--- src/blf_pkg.sv ---
// Package: register map, field layout and reset values of the balance fault flags
package blf_pkg;

  // ----------------------------------------------------------------
  // Geometry
  // ----------------------------------------------------------------
  localparam int          CHANNELS   = 14;
  localparam int          ADDR_W     = 8;
  localparam int          DATA_W     = 32;
  localparam int          REG_W      = 16;

  // ----------------------------------------------------------------
  // Register indices and byte addresses (byte address = 4 * index)
  // ----------------------------------------------------------------
  localparam logic [7:0]  OPEN_IDX   = 8'h1a;
  localparam logic [7:0]  SHORT_IDX  = 8'h1b;
  localparam logic [7:0]  STAT_IDX   = 8'h20;
  localparam logic [7:0]  MASK_IDX   = 8'h21;
  localparam logic [7:0]  SUMM_IDX   = 8'h22;
  localparam logic [7:0]  OPEN_ADDR  = 8'h68;
  localparam logic [7:0]  SHORT_ADDR = 8'h6c;
  localparam logic [7:0]  STAT_ADDR  = 8'h80;
  localparam logic [7:0]  MASK_ADDR  = 8'h84;
  localparam logic [7:0]  SUMM_ADDR  = 8'h88;

  // ----------------------------------------------------------------
  // Fields and reset values
  // ----------------------------------------------------------------
  localparam int          SUM_OPEN_BIT  = 0;
  localparam int          SUM_SHORT_BIT = 1;
  localparam logic [13:0] FLAGS_RST  = 14'h0000;
  localparam logic [1:0]  IRQ_RST    = 2'h0;
  localparam logic [31:0] RD_RST     = 32'h0000_0000;

  typedef struct packed {
    logic [13:0] open_flags;
    logic [13:0] short_flags;
    logic [1:0]  irq_status;
    logic [1:0]  irq_mask;
    logic [1:0]  sum_prev;
    logic [31:0] rd_data;
  } blf_state_t;

endpackage : blf_pkg

--- src/blf_fault_flags.sv ---
// Module: open-load and shorted-load fault flag registers for 14 balance channels
`timescale 1ns/1ps
// How it works
// - Open-load register holds channel 1..14 flags in bits 0..13, bits 14..15 read zero, reset zero.
// - An open-load flag reads one after an off-state open load was detected on its channel.
// - Shorted-load register has the same layout, bits 14..15 zero, reset zero.
// - A shorted-load flag reads one after a shorted load was detected on its channel.
// - Writing zero to a flag bit clears it unless its channel detects in the same cycle; otherwise only reset clears it.
// - Summary outputs are the OR of all open-load flags and of all shorted-load flags.
module blf_fault_flags (
  input  wire logic        sys_clk,
  input  wire logic        srst,
  input  wire logic [7:0]  reg_addr,
  input  wire logic [31:0] reg_wdata,
  input  wire logic        reg_wr,
  input  wire logic        reg_rd,
  output logic      [31:0] reg_rdata,
  input  wire logic [13:0] open_load_detect,
  input  wire logic [13:0] short_load_detect,
  output logic             summary_open_load,
  output logic             summary_short_load,
  output logic             irq
);

  blf_pkg::blf_state_t state_reg;
  blf_pkg::blf_state_t state_next;

  // ----------------------------------------------------------------
  // Write decode
  // ----------------------------------------------------------------
  logic wr_open;
  logic wr_short;
  logic wr_stat;
  logic wr_mask;
  logic [1:0] sum_now;

  assign wr_open  = reg_wr && (reg_addr == blf_pkg::OPEN_ADDR);
  assign wr_short = reg_wr && (reg_addr == blf_pkg::SHORT_ADDR);
  assign wr_stat  = reg_wr && (reg_addr == blf_pkg::STAT_ADDR);
  assign wr_mask  = reg_wr && (reg_addr == blf_pkg::MASK_ADDR);

  // Summaries come straight off the flag flops
  assign sum_now[blf_pkg::SUM_OPEN_BIT]  = |state_reg.open_flags;
  assign sum_now[blf_pkg::SUM_SHORT_BIT] = |state_reg.short_flags;

  // ----------------------------------------------------------------
  // Next state
  // ----------------------------------------------------------------
  always_comb begin
    state_next = state_reg;
    // Per-channel sticky flags; detection ORed last so it wins over a zero write
    for (int i = 0; i < blf_pkg::CHANNELS; i++) begin
      if (wr_open && !reg_wdata[i]) begin
        state_next.open_flags[i] = 1'b0;
      end
      if (wr_short && !reg_wdata[i]) begin
        state_next.short_flags[i] = 1'b0;
      end
      if (open_load_detect[i]) begin
        state_next.open_flags[i] = 1'b1;
      end
      if (short_load_detect[i]) begin
        state_next.short_flags[i] = 1'b1;
      end
    end
    // Interrupt events: rising edge of either summary; write one to clear, set wins
    state_next.sum_prev = sum_now;
    if (wr_stat) begin
      state_next.irq_status = state_reg.irq_status & ~reg_wdata[1:0];
    end
    state_next.irq_status = state_next.irq_status | (sum_now & ~state_reg.sum_prev);
    if (wr_mask) begin
      state_next.irq_mask = reg_wdata[1:0];
    end
    // Read data lands one cycle after the strobe; unmapped reads give zero
    state_next.rd_data = blf_pkg::RD_RST;
    if (reg_rd) begin
      case (reg_addr)
        blf_pkg::OPEN_ADDR:  state_next.rd_data = {18'h00000, state_reg.open_flags};
        blf_pkg::SHORT_ADDR: state_next.rd_data = {18'h00000, state_reg.short_flags};
        blf_pkg::STAT_ADDR:  state_next.rd_data = {30'h00000000, state_reg.irq_status};
        blf_pkg::MASK_ADDR:  state_next.rd_data = {30'h00000000, state_reg.irq_mask};
        blf_pkg::SUMM_ADDR:  state_next.rd_data = {30'h00000000, sum_now};
        default:             state_next.rd_data = blf_pkg::RD_RST;
      endcase
    end
  end

  // ----------------------------------------------------------------
  // State register
  // ----------------------------------------------------------------
  always_ff @(posedge sys_clk) begin
    if (srst) begin
      state_reg.open_flags  <= blf_pkg::FLAGS_RST;
      state_reg.short_flags <= blf_pkg::FLAGS_RST;
      state_reg.irq_status  <= blf_pkg::IRQ_RST;
      state_reg.irq_mask    <= blf_pkg::IRQ_RST;
      state_reg.sum_prev    <= blf_pkg::IRQ_RST;
      state_reg.rd_data     <= blf_pkg::RD_RST;
    end else begin
      state_reg <= state_next;
    end
  end

  // ----------------------------------------------------------------
  // Outputs
  // ----------------------------------------------------------------
  assign reg_rdata          = state_reg.rd_data;
  assign summary_open_load  = sum_now[blf_pkg::SUM_OPEN_BIT];
  assign summary_short_load = sum_now[blf_pkg::SUM_SHORT_BIT];
  assign irq                = |(state_reg.irq_status & state_reg.irq_mask);

endmodule : blf_fault_flags

--- config.mk ---
export PLATFORM = sky130hd
export DESIGN_NAME = blf_fault_flags
export DESIGN_NICKNAME = d
export VERILOG_FILES = /design/src/blf_pkg.sv /design/src/blf_fault_flags.sv
export SDC_FILE = /design/constraint.sdc
export NUM_CORES = 1
export LEC_CHECK = 0
export ABC_AREA = 0
export ABC_CLOCK_PERIOD_IN_PS = 1500
export BUFFER_PORTS_ARGS = -buffer_cell sky130_fd_sc_hd__buf_2
export CELL_PAD_IN_SITES_DETAIL_PLACEMENT = 0
export CELL_PAD_IN_SITES_GLOBAL_PLACEMENT = 2
export CORE_MARGIN = 3
export CORE_UTILIZATION = 23
export CTS_CLUSTER_DIAMETER = 50
export DETAILED_ROUTE_END_ITERATION = 12
export PLACE_DENSITY = 0.72
export SYNTH_ARGS = -nofsm -noshare
export SYNTH_HDL_FRONTEND = slang
export SYNTH_SLANG_ARGS = --single-unit
--- constraint.sdc ---
create_clock -name sys_clk -period 1.5 [get_ports sys_clk]
set_input_delay 0.15 -clock sys_clk [delete_from_list [all_inputs] [get_ports sys_clk]]
set_output_delay 0.15 -clock sys_clk [all_outputs]
set_load 0.005 [all_outputs]
**Word level (Yosys, flattened, before mapping)**

Cells that the tools add are included.

- Equal/unequal tests: 5
- Bitwise operators: 7
- Reductions and logical operators: 78
- Multiplexer cells: 58

Operators by type and width:

| kind | count |
|---|---|
| 14-bit one-hot mux with 5 select lines | 1 |
| 1-bit 2-to-1 mux | 56 |
| 2-bit nonzero test | 28 |
| 1-bit logical AND | 32 |
| 14-bit OR reduction | 2 |
| 8-bit equality test, second input constant | 3 |
| 8-bit by 7-bit equality test with 1-bit output, second input constant | 2 |
| 1-bit zero test | 14 |
| 2-bit AND | 3 |
| 2-bit inverter | 2 |
| 2-bit OR reduction | 2 |
| 2-bit 2-to-1 mux | 1 |
| 2-bit OR | 1 |
| 1-bit inverter | 1 |

- Bits in registers: 66
- Word-level logic and storage cells: 180

**Logic depth before layout (Yosys ltp)**

Gate-level depths: netlist of run 1.

- Depth in word-level cells: 5
- Gate-level depth with buffers: 6
- Gate-level depth less buffers: 5

**Worst setup path after synthesis of run 1**

Ideal clock, no wire load.

- Path kind: input port to flip-flop
- Start point: input port reg_addr[1]
- End point: register state_reg[53] (netlist bit)
- Stages on the path: 6
- Path slack: -19 ps
- Data required time: 1,368 ps
- Buffers on the path: 2
- Arrival time: 1,387 ps
- Cell sequence: or3_1 -> buf_6 -> or3_4 -> buf_6 -> o21ai_1 -> a21oi_1

- Cells in the longest elaborated chain, start to end: 4

RTL lines:

| what | RTL line | RTL |
|---|---|---|
| start, declared | blf_fault_flags.sv:13 | `input wire logic [7:0] reg_addr,` |
| 8-bit by 7-bit equality test with 1-bit output | blf_fault_flags.sv:37 | `assign wr_open = reg_wr && (reg_addr == blf_pkg::OPEN_ADDR);` |
| 1-bit logical AND | blf_fault_flags.sv:37 |  |
| 1-bit logical AND | blf_fault_flags.sv:53 | `if (wr_open && !reg_wdata[i]) begin` |
| 2-bit nonzero test (no line) | - |  |
| end signal, assigned | blf_fault_flags.sv:101 | `state_reg <= state_next;` |
| end, declared | blf_fault_flags.sv:25 | `blf_pkg::blf_state_t state_reg;` |

Every way passes these cells.
A chain may end at the register's enable or synchronous reset.

**Worst setup path in the final report of run 1**

- Start point: register state_reg[63] (netlist bit)
- End point: output port summary_open_load

- Cells in the longest elaborated chain, start to end: 1

RTL lines:

| what | RTL line | RTL |
|---|---|---|
| 14-bit OR reduction | blf_fault_flags.sv:43 | `assign sum_now[blf_pkg::SUM_OPEN_BIT] = \|state_reg.open_flags;` |
| end, declared | blf_fault_flags.sv:20 | `output logic summary_open_load,` |

Every way passes these cells.

==> impl_results.rst, run 1 <==
.. list-table::
   :header-rows: 1

   * - Metric
     - Value
   * - Status
     - finished with violations
   * - Failing checks
     - setup timing
   * - Number of failing setup endpoints in the final timing report
     - 2
   * - Starting density of the core
     - 0.242
   * - Setup repair after global routing missed its margin
     - yes
   * - Critical Path Source
     - state_reg[63]
   * - Register-to-register setup slack
     - 0.17 ns
   * - Slowest library cell on the worst path
     - dfxtp_2
   * - Slowest Stage Delay on Critical Path
     - 0.35 ns
   * - Type of destination of the critical path
     - output port
   * - Synth area leaders
     - dfxtp_1 42%, buf_4 10%, nor2_1 8.0%
   * - Clock insertion delay at the later pin of the skew report
     - 0.30 ns
   * - Vias
     - 1937
   * - Port Buf Inserts
     - 70
   * - Critical path, cell by cell
     - nor4_4, and4_4, inv_1, buf_2
   * - Main combinational cell family by area after synthesis
     - simple AND/OR/NAND/NOR gates
   * - Worst-case clock buffer depth
     - 2
   * - Number of design-rule violations left by the first detailed-router iteration
     - 94
   * - TritonCTS buffer count
     - 5
   * - Number of placement rows
     - 35
   * - RR Endpoint
     - reg_rdata[0]
   * - Overall track demand over capacity in global routing
     - 0.114
   * - Basic-gate share of the synthesized area counting and, or, nand and nor cells
     - 0.201
   * - Number of antenna violations at the first check in global routing
     - 0
   * - Count of hold buffers inserted by post-cts repair
     - 0
   * - Gate count after technology mapping
     - 269
   * - CTS Sinks
     - 48
   * - Total power consumption of the routed design
     - 2.52 mW
   * - First-pass iteration count of the detailed router
     - 4
   * - Number of nets still failing antenna checks after routing
     - 0
   * - Final-stage net count
     - 409
   * - Post-Place Cell Area
     - 2680 µm²
   * - Count of unresolved DRC violations after routing
     - 0
   * - Complex-gate fraction of the synthesized area
     - 0.191
   * - Global-route wire length before repair
     - 9.94 mm
   * - Startpoint class of the critical path
     - register
   * - Part of the Yosys area used for sequential elements
     - 0.417
   * - Cell internal power dissipation
     - 1.86 mW
   * - Post-DR wirelength/cell
     - 13.7 µm
   * - Highest fanout seen on the critical path
     - 2
   * - Number of distinct library cell variants in the gate-level netlist after synthesis
     - 33
   * - Upper clock frequency limit
     - 651 MHz
   * - Post-route cell area
     - 2890 µm²
   * - Worst-case vdd ir drop
     - 0.382 mV
   * - Die height
     - 106 µm
   * - Number of antenna repair diodes
     - 0
   * - Worst hold path type
     - in -> reg
   * - Critical path capture point
     - summary_open_load
   * - Synthesis-stage register bit count
     - 48
   * - Total wire length
     - 6.41 mm
   * - Top cell type's share of synthesized area
     - 0.417
   * - Number of pins with negative max-slew slack in the final report
     - 0
   * - Overflow left after global routing
     - 0
   * - WP data required
     - 1.35 ns
   * - Comb power frac
     - 0.118
   * - Total standard cell area after synthesis
     - 2300 µm²
   * - Final period utilization
     - 1.02
   * - Die Span X
     - 106 µm
   * - Fin. Hold Viols
     - 0
   * - Gp weighted congestion
     - 0.788
   * - Arrival time worst endpoint
     - 1.39 ns
   * - Sw frac
     - 0.263
   * - Mux share of post-synthesis cell area
     - 0.0283
   * - Largest clock skew in the final design
     - 0.00654 ns
   * - Clock edge transition at the registers on the reported setup and hold paths
     - 0.09 ns
   * - Full die area
     - 11200 µm²
   * - Final worst setup slack
     - -0.0365 ns
   * - Detail-routed via count per cell
     - 4.15
   * - Core region area
     - 9500 µm²
   * - XOR/XNOR share of the synthesized area
     - 0
   * - Switching power total
     - 0.661 mW
   * - TritonCTS clock tree
     - done
   * - R2r worst-path depth
     - 6
   * - Growth of design area from synthesis to finish
     - 25.5%
   * - Via count of the first global-routing pass
     - 1959
   * - Synthesized area per cell
     - 8.56 µm²
   * - HPWL reported at the end of detailed placement
     - 4.95 mm
   * - Min Tclk post-route
     - 1.54 ns
   * - Root buffer cell
     - clkbuf_8
   * - Worst setup path category
     - reg -> out
   * - Top cell type by total area after synthesis
     - dfxtp_1
   * - Total number of yosys warnings
     - 0
   * - Static leakage
     - 1.24 nW
   * - Core occupancy in the finished layout
     - 0.304
   * - Adder-Cell Fraction of Synth Area
     - 0
   * - RR Startpoint
     - state_reg[63]
   * - P per Cell Area
     - 871 nW/µm²
   * - Number of max-cap violations
     - 0
   * - Largest net degree at the start of global routing
     - 18
   * - Number of flip-flops under the largest register name
     - 34
   * - Clock share of power
     - 0.323
   * - Seq pwr share
     - 0.560
   * - Share of layout cells above drive strength 1
     - 0.379
   * - Level count of the clock H-tree
     - 2
   * - Number of ports placed on the die boundary
     - 107
[stage by stage]
step           hold WS, ns  setup slack (ns)  std cells  TNS (ns)
2_1_floorplan        0.279           -0.0187        286    -0.129
3_3_place_gp         0.393            -0.135        454     -2.49
3_5_place_dp         0.394            -0.143        454     -2.66
4_1_cts             0.0632           -0.0699        467    -0.124
5_1_grt             0.0673            -0.123        467    -0.207
6_report            0.0634           -0.0365        467   -0.0503
[layout make-up]
cell class	instances	area, µm²
fill	1060	6610
clock buffer	6	82.6
clock inverter	2	10.0
tap	129	161
timing repair buffer	88	498
sequential	48	970
inverter	17	63.8
multi-input combinational	177	1100
[cells by family after synthesis]
logic type      Yosys count
buf+inv                  61
simple gates             90
other cells               1
compound gates           63
flops                    48
mux                       6
[critical path: cells and delay by family (launching register included)]
kind / cells / cell delay [ns]
buf+inv: 2 / 0.17
simple gates: 2 / 0.56
flops: 1 / 0.35
[worst min path at each step]
stage	slack (ns)	cells after the start	to	startpoint
floorplan	0.28	2	state_reg[54]	open_load_detect[2]
global placement	0.39	3	state_reg[54]	open_load_detect[2]
detailed placement	0.39	3	state_reg[54]	open_load_detect[2]
CTS	0.06	3	state_reg[55]	open_load_detect[3]
global route	0.07	3	state_reg[61]	open_load_detect[9]
finish	0.06	3	state_reg[59]	open_load_detect[7]
[per-layer routing]
metal | routed length [µm] | share of wire | global-route usage
met1 | 3220 | 0.50 | 0.162
met2 | 2790 | 0.43 | 0.171
met3 | 341 | 0.053 | 0.0225
met4 | 66 | 0.010 | 0.0389
met5 | 0 | 0 | 0
[cell usage after synthesis (all sizes together)]
| cell type | n |
|---|---|
| or3 | 2 |
| mux2 | 4 |
| o21ai | 15 |
| buf | 39 |
| or4b | 1 |
| a22o | 1 |
| a22oi | 14 |
| and4 | 2 |
| nand4 | 2 |
| o32ai | 2 |
| nor3 | 4 |
| mux2i | 2 |
| nand4b | 1 |
| inv | 17 |
| or4 | 1 |
| nor4 | 6 |
| a2111oi | 1 |
| a211oi | 14 |
| dfxtp | 48 |
| conb | 1 |
| nor2 | 49 |
| nand2 | 1 |
| a21oi | 16 |
| and3 | 2 |
| clkbuf | 5 |
| nand2b | 17 |
| nor2b | 2 |
[power groups by stage]
stage	Combinational (mW)	Sequential [mW]	Clock [mW]
6_report	0.296	1.41	0.812
5_1_grt	0.334	1.42	0.910
4_1_cts	0.295	1.40	0.850
3_5_place_dp	0.279	1.42	0
3_3_place_gp	0.276	1.42	0
2_1_floorplan	0.188	1.40	0
[cells in the final DEF, fill, tap and decap left out, drive strengths merged, types with 2 or more instances in the layout]
| cell | count |
|---|---|
| nor3 | 4 |
| buf | 88 |
| inv | 17 |
| a211oi | 14 |
| nand2b | 17 |
| or3 | 2 |
| a22oi | 14 |
| nor4 | 6 |
| clkinv | 2 |
| nor2 | 49 |
| o21ai | 15 |
| clkbuf | 6 |
| dfxtp | 48 |
| nor2b | 2 |
| and3 | 2 |
| a21oi | 16 |
| mux2i | 2 |
| o32ai | 2 |
| mux2 | 4 |
| and4 | 2 |
| nand4 | 2 |
| conb | 18 |
[what timing repair did]
item	in CTS	in global routing
setup endpoints to repair	2	2
resized for setup	13	7
endpoints found under the hold margin	0	0
pin swaps	5	1
setup buffers	5	0
Power figures use the tool's default switching activity.
==> inputs of run 2 (changes only) <==
--- a/config.mk
+++ b/config.mk
@@ -12,6 +12,7 @@
 export CELL_PAD_IN_SITES_GLOBAL_PLACEMENT = 2
 export CORE_MARGIN = 3
 export CORE_UTILIZATION = 23
+export CTS_BUF_LIST = sky130_fd_sc_hd__clkbuf_16
 export CTS_CLUSTER_DIAMETER = 50
 export DETAILED_ROUTE_END_ITERATION = 12
 export PLACE_DENSITY = 0.72
==> run 2 against run 1 <==
Clock skew fell by 0.0011 ns. Utilization rose by 0.50 points. Register-to-register slack barely moved. Sequential share of layout area fell by 0.50 points. Routed wire length did not move. Critical endpoint unchanged. The flow still finishes with violations (setup timing). Cell count did not move. Largest cell class unchanged. Clock power rose by 33%.
==> impl_results.rst, run 2 (synthesized netlist as in run 1, its figures left out) <==
.. list-table::
   :header-rows: 1

   * - Metric
     - Value
   * - Total negative slack for setup checks
     - -0.0158 ns
   * - Number of flip-flops under the largest register name
     - 34
   * - Share of layout cells above drive strength 1
     - 0.373
   * - Startpoint class of the critical path
     - register
   * - Critical path capture point
     - summary_open_load
   * - Die Span X
     - 106 µm
   * - Number of failing setup endpoints in the final timing report
     - 1
   * - Setup repair after global routing missed its margin
     - yes
   * - Core region area
     - 9500 µm²
   * - Worst hold path type
     - in -> reg
   * - Worst setup path category
     - reg -> out
   * - Status
     - finished with violations
   * - First-pass iteration count of the detailed router
     - 4
   * - Worst-case clock buffer depth
     - 2
   * - Number of antenna repair diodes
     - 0
   * - Comb power frac
     - 0.106
   * - Type of destination of the critical path
     - output port
   * - Register-to-register setup slack
     - 0.17 ns
   * - TritonCTS buffer count
     - 5
   * - Highest fanout seen on the critical path
     - 2
   * - Number of pins with negative max-slew slack in the final report
     - 0
   * - Count of unresolved DRC violations after routing
     - 0
   * - Clock edge transition at the registers on the reported setup and hold paths
     - 0.07 ns
   * - Number of max-cap violations
     - 0
   * - Largest net degree at the start of global routing
     - 18
   * - Post-DR wirelength/cell
     - 13.7 µm
   * - Clock insertion delay at the later pin of the skew report
     - 0.29 ns
   * - Starting density of the core
     - 0.242
   * - CTS Sinks
     - 48
   * - M1 GR Usage
     - 0.162
   * - RR Startpoint
     - state_reg[63]
   * - Total wire length
     - 6.41 mm
   * - Static leakage
     - 1.26 nW
   * - Global routing met3 resource utilization
     - 0.0298
   * - Global-route wire length before repair
     - 10.0 mm
   * - Growth of design area from synthesis to finish
     - 27.6%
   * - Sequential cell area in the final layout
     - 971 µm²
   * - Port Buf Inserts
     - 70
   * - Critical Path Source
     - state_reg[63]
   * - Fin. Hold Viols
     - 0
   * - Clock share of power
     - 0.389
   * - Detail-routed via count per cell
     - 4.19
   * - Upper clock frequency limit
     - 660 MHz
   * - R2r worst-path depth
     - 6
   * - Cell internal power dissipation
     - 2.09 mW
   * - Seq pwr share
     - 0.505
   * - WP data required
     - 1.35 ns
   * - Final-stage net count
     - 409
   * - Number of placement rows
     - 35
   * - Number of antenna violations at the first check in global routing
     - 0
   * - Worst min-delay path startpoint
     - open_load_detect[7]
   * - Level count of the clock H-tree
     - 2
   * - Largest clock skew in the final design
     - 0.00547 ns
   * - Number of ports placed on the die boundary
     - 107
   * - Min Tclk post-route
     - 1.52 ns
   * - Switching power total
     - 0.695 mW
   * - HPWL reported at the end of detailed placement
     - 4.95 mm
   * - Failing checks
     - setup timing
   * - Final worst setup slack
     - -0.0158 ns
   * - Gr busiest metal
     - met2
   * - Number of design-rule violations left by the first detailed-router iteration
     - 93
   * - Most frequent standard cell in the layout excluding fill and tap cells
     - buf_2
   * - Vias
     - 1959
   * - P per Cell Area
     - 949 nW/µm²
   * - Number of nets still failing antenna checks after routing
     - 0
   * - Final period utilization
     - 1.01
   * - Via count of the first global-routing pass
     - 1966
   * - Commonest non-fill, non-tap cells in the layout
     - 70 x buf_2, 49 x nor2_1, 42 x dfxtp_1
   * - RR Endpoint
     - reg_rdata[0]
   * - TritonCTS clock tree
     - done
   * - Arrival time worst endpoint
     - 1.37 ns
   * - Area of combinational cells with multiple inputs
     - 1100 µm²
   * - Die height
     - 106 µm
   * - Sw frac
     - 0.249
   * - Met2 usage in global routing
     - 0.173
   * - Root buffer cell
     - clkbuf_16
   * - Gp weighted congestion
     - 0.788
   * - Full die area
     - 11200 µm²
   * - Filler instances
     - 1047
   * - Overall track demand over capacity in global routing
     - 0.115
   * - Worst-case vdd ir drop
     - 0.399 mV
   * - Tightest hold margin
     - 0.0861 ns
   * - Overflow left after global routing
     - 0
[run 2: cell types whose count changed in the layout (fill, tap and decap cells not counted), sizes merged]
cell    change
clkbuf      -1
clkinv      +1
[run 2: per-stage QoR]
stage	util	power (mW)	std cells	setup WS [ns]	cell area, µm²
2_1_floorplan	-	1.59	286	-0.0187	2370
3_3_place_gp	0.282	1.70	454	-0.135	2680
3_5_place_dp	0.282	1.70	454	-0.143	2680
4_1_cts	0.306	2.82	467	-0.0397	2910
5_1_grt	0.309	2.94	467	-0.0967	2940
6_report	0.309	2.79	467	-0.0158	2940
[run 2: worst min-delay path by stage]
stage          slack, ns       endpoint  cells after the start
5_1_grt             0.09  state_reg[61]                      3
3_3_place_gp        0.39  state_reg[54]                      3
6_report            0.09  state_reg[59]                      3
2_1_floorplan       0.28  state_reg[54]                      2
3_5_place_dp        0.39  state_reg[54]                      3
4_1_cts             0.09  state_reg[55]                      3
[run 2: cell type report]
cell class / count / area share
multi-input cells: 177 / 0.376
flip-flops and latches: 48 / 0.331
well taps: 129 / 0.0550
clock inverters: 3 / 0.00469
repair buffers: 88 / 0.170
clock buffers: 5 / 0.0426
inverters: 17 / 0.0217
[run 2: what timing repair did]
item / CTS / global route
pin swaps: 5 / 2
gates resized for setup: 13 / 7
hold buffers: 0 / 0
endpoints found under the hold margin: 0 / 0
setup buffers: 5 / 0
endpoints found under the setup margin: 2 / 2
[run 2: layer usage]
layer / vias to the layer above / wire (µm)
met5: - / 0
met4: 0 / 79
met3: 7 / 374
met2: 63 / 2800
met1: 876 / 3160
li1: 1013 / -
[run 2: worst max-delay path, cell delays in order, from the launching register on]
cell     delay [ns]
dfxtp_2        0.34
nor4_4         0.29
and4_4         0.27
inv_1          0.05
buf_2          0.12
[run 2: power groups by stage]
| stage | registers (mW) | clock network [mW] | logic (mW) |
|---|---|---|---|
| CTS | 1.40 | 1.13 | 0.295 |
| finish | 1.41 | 1.08 | 0.295 |
| detailed placement | 1.42 | 0 | 0.279 |
| floorplan | 1.40 | 0 | 0.188 |
| global placement | 1.42 | 0 | 0.276 |
| global route | 1.42 | 1.19 | 0.334 |
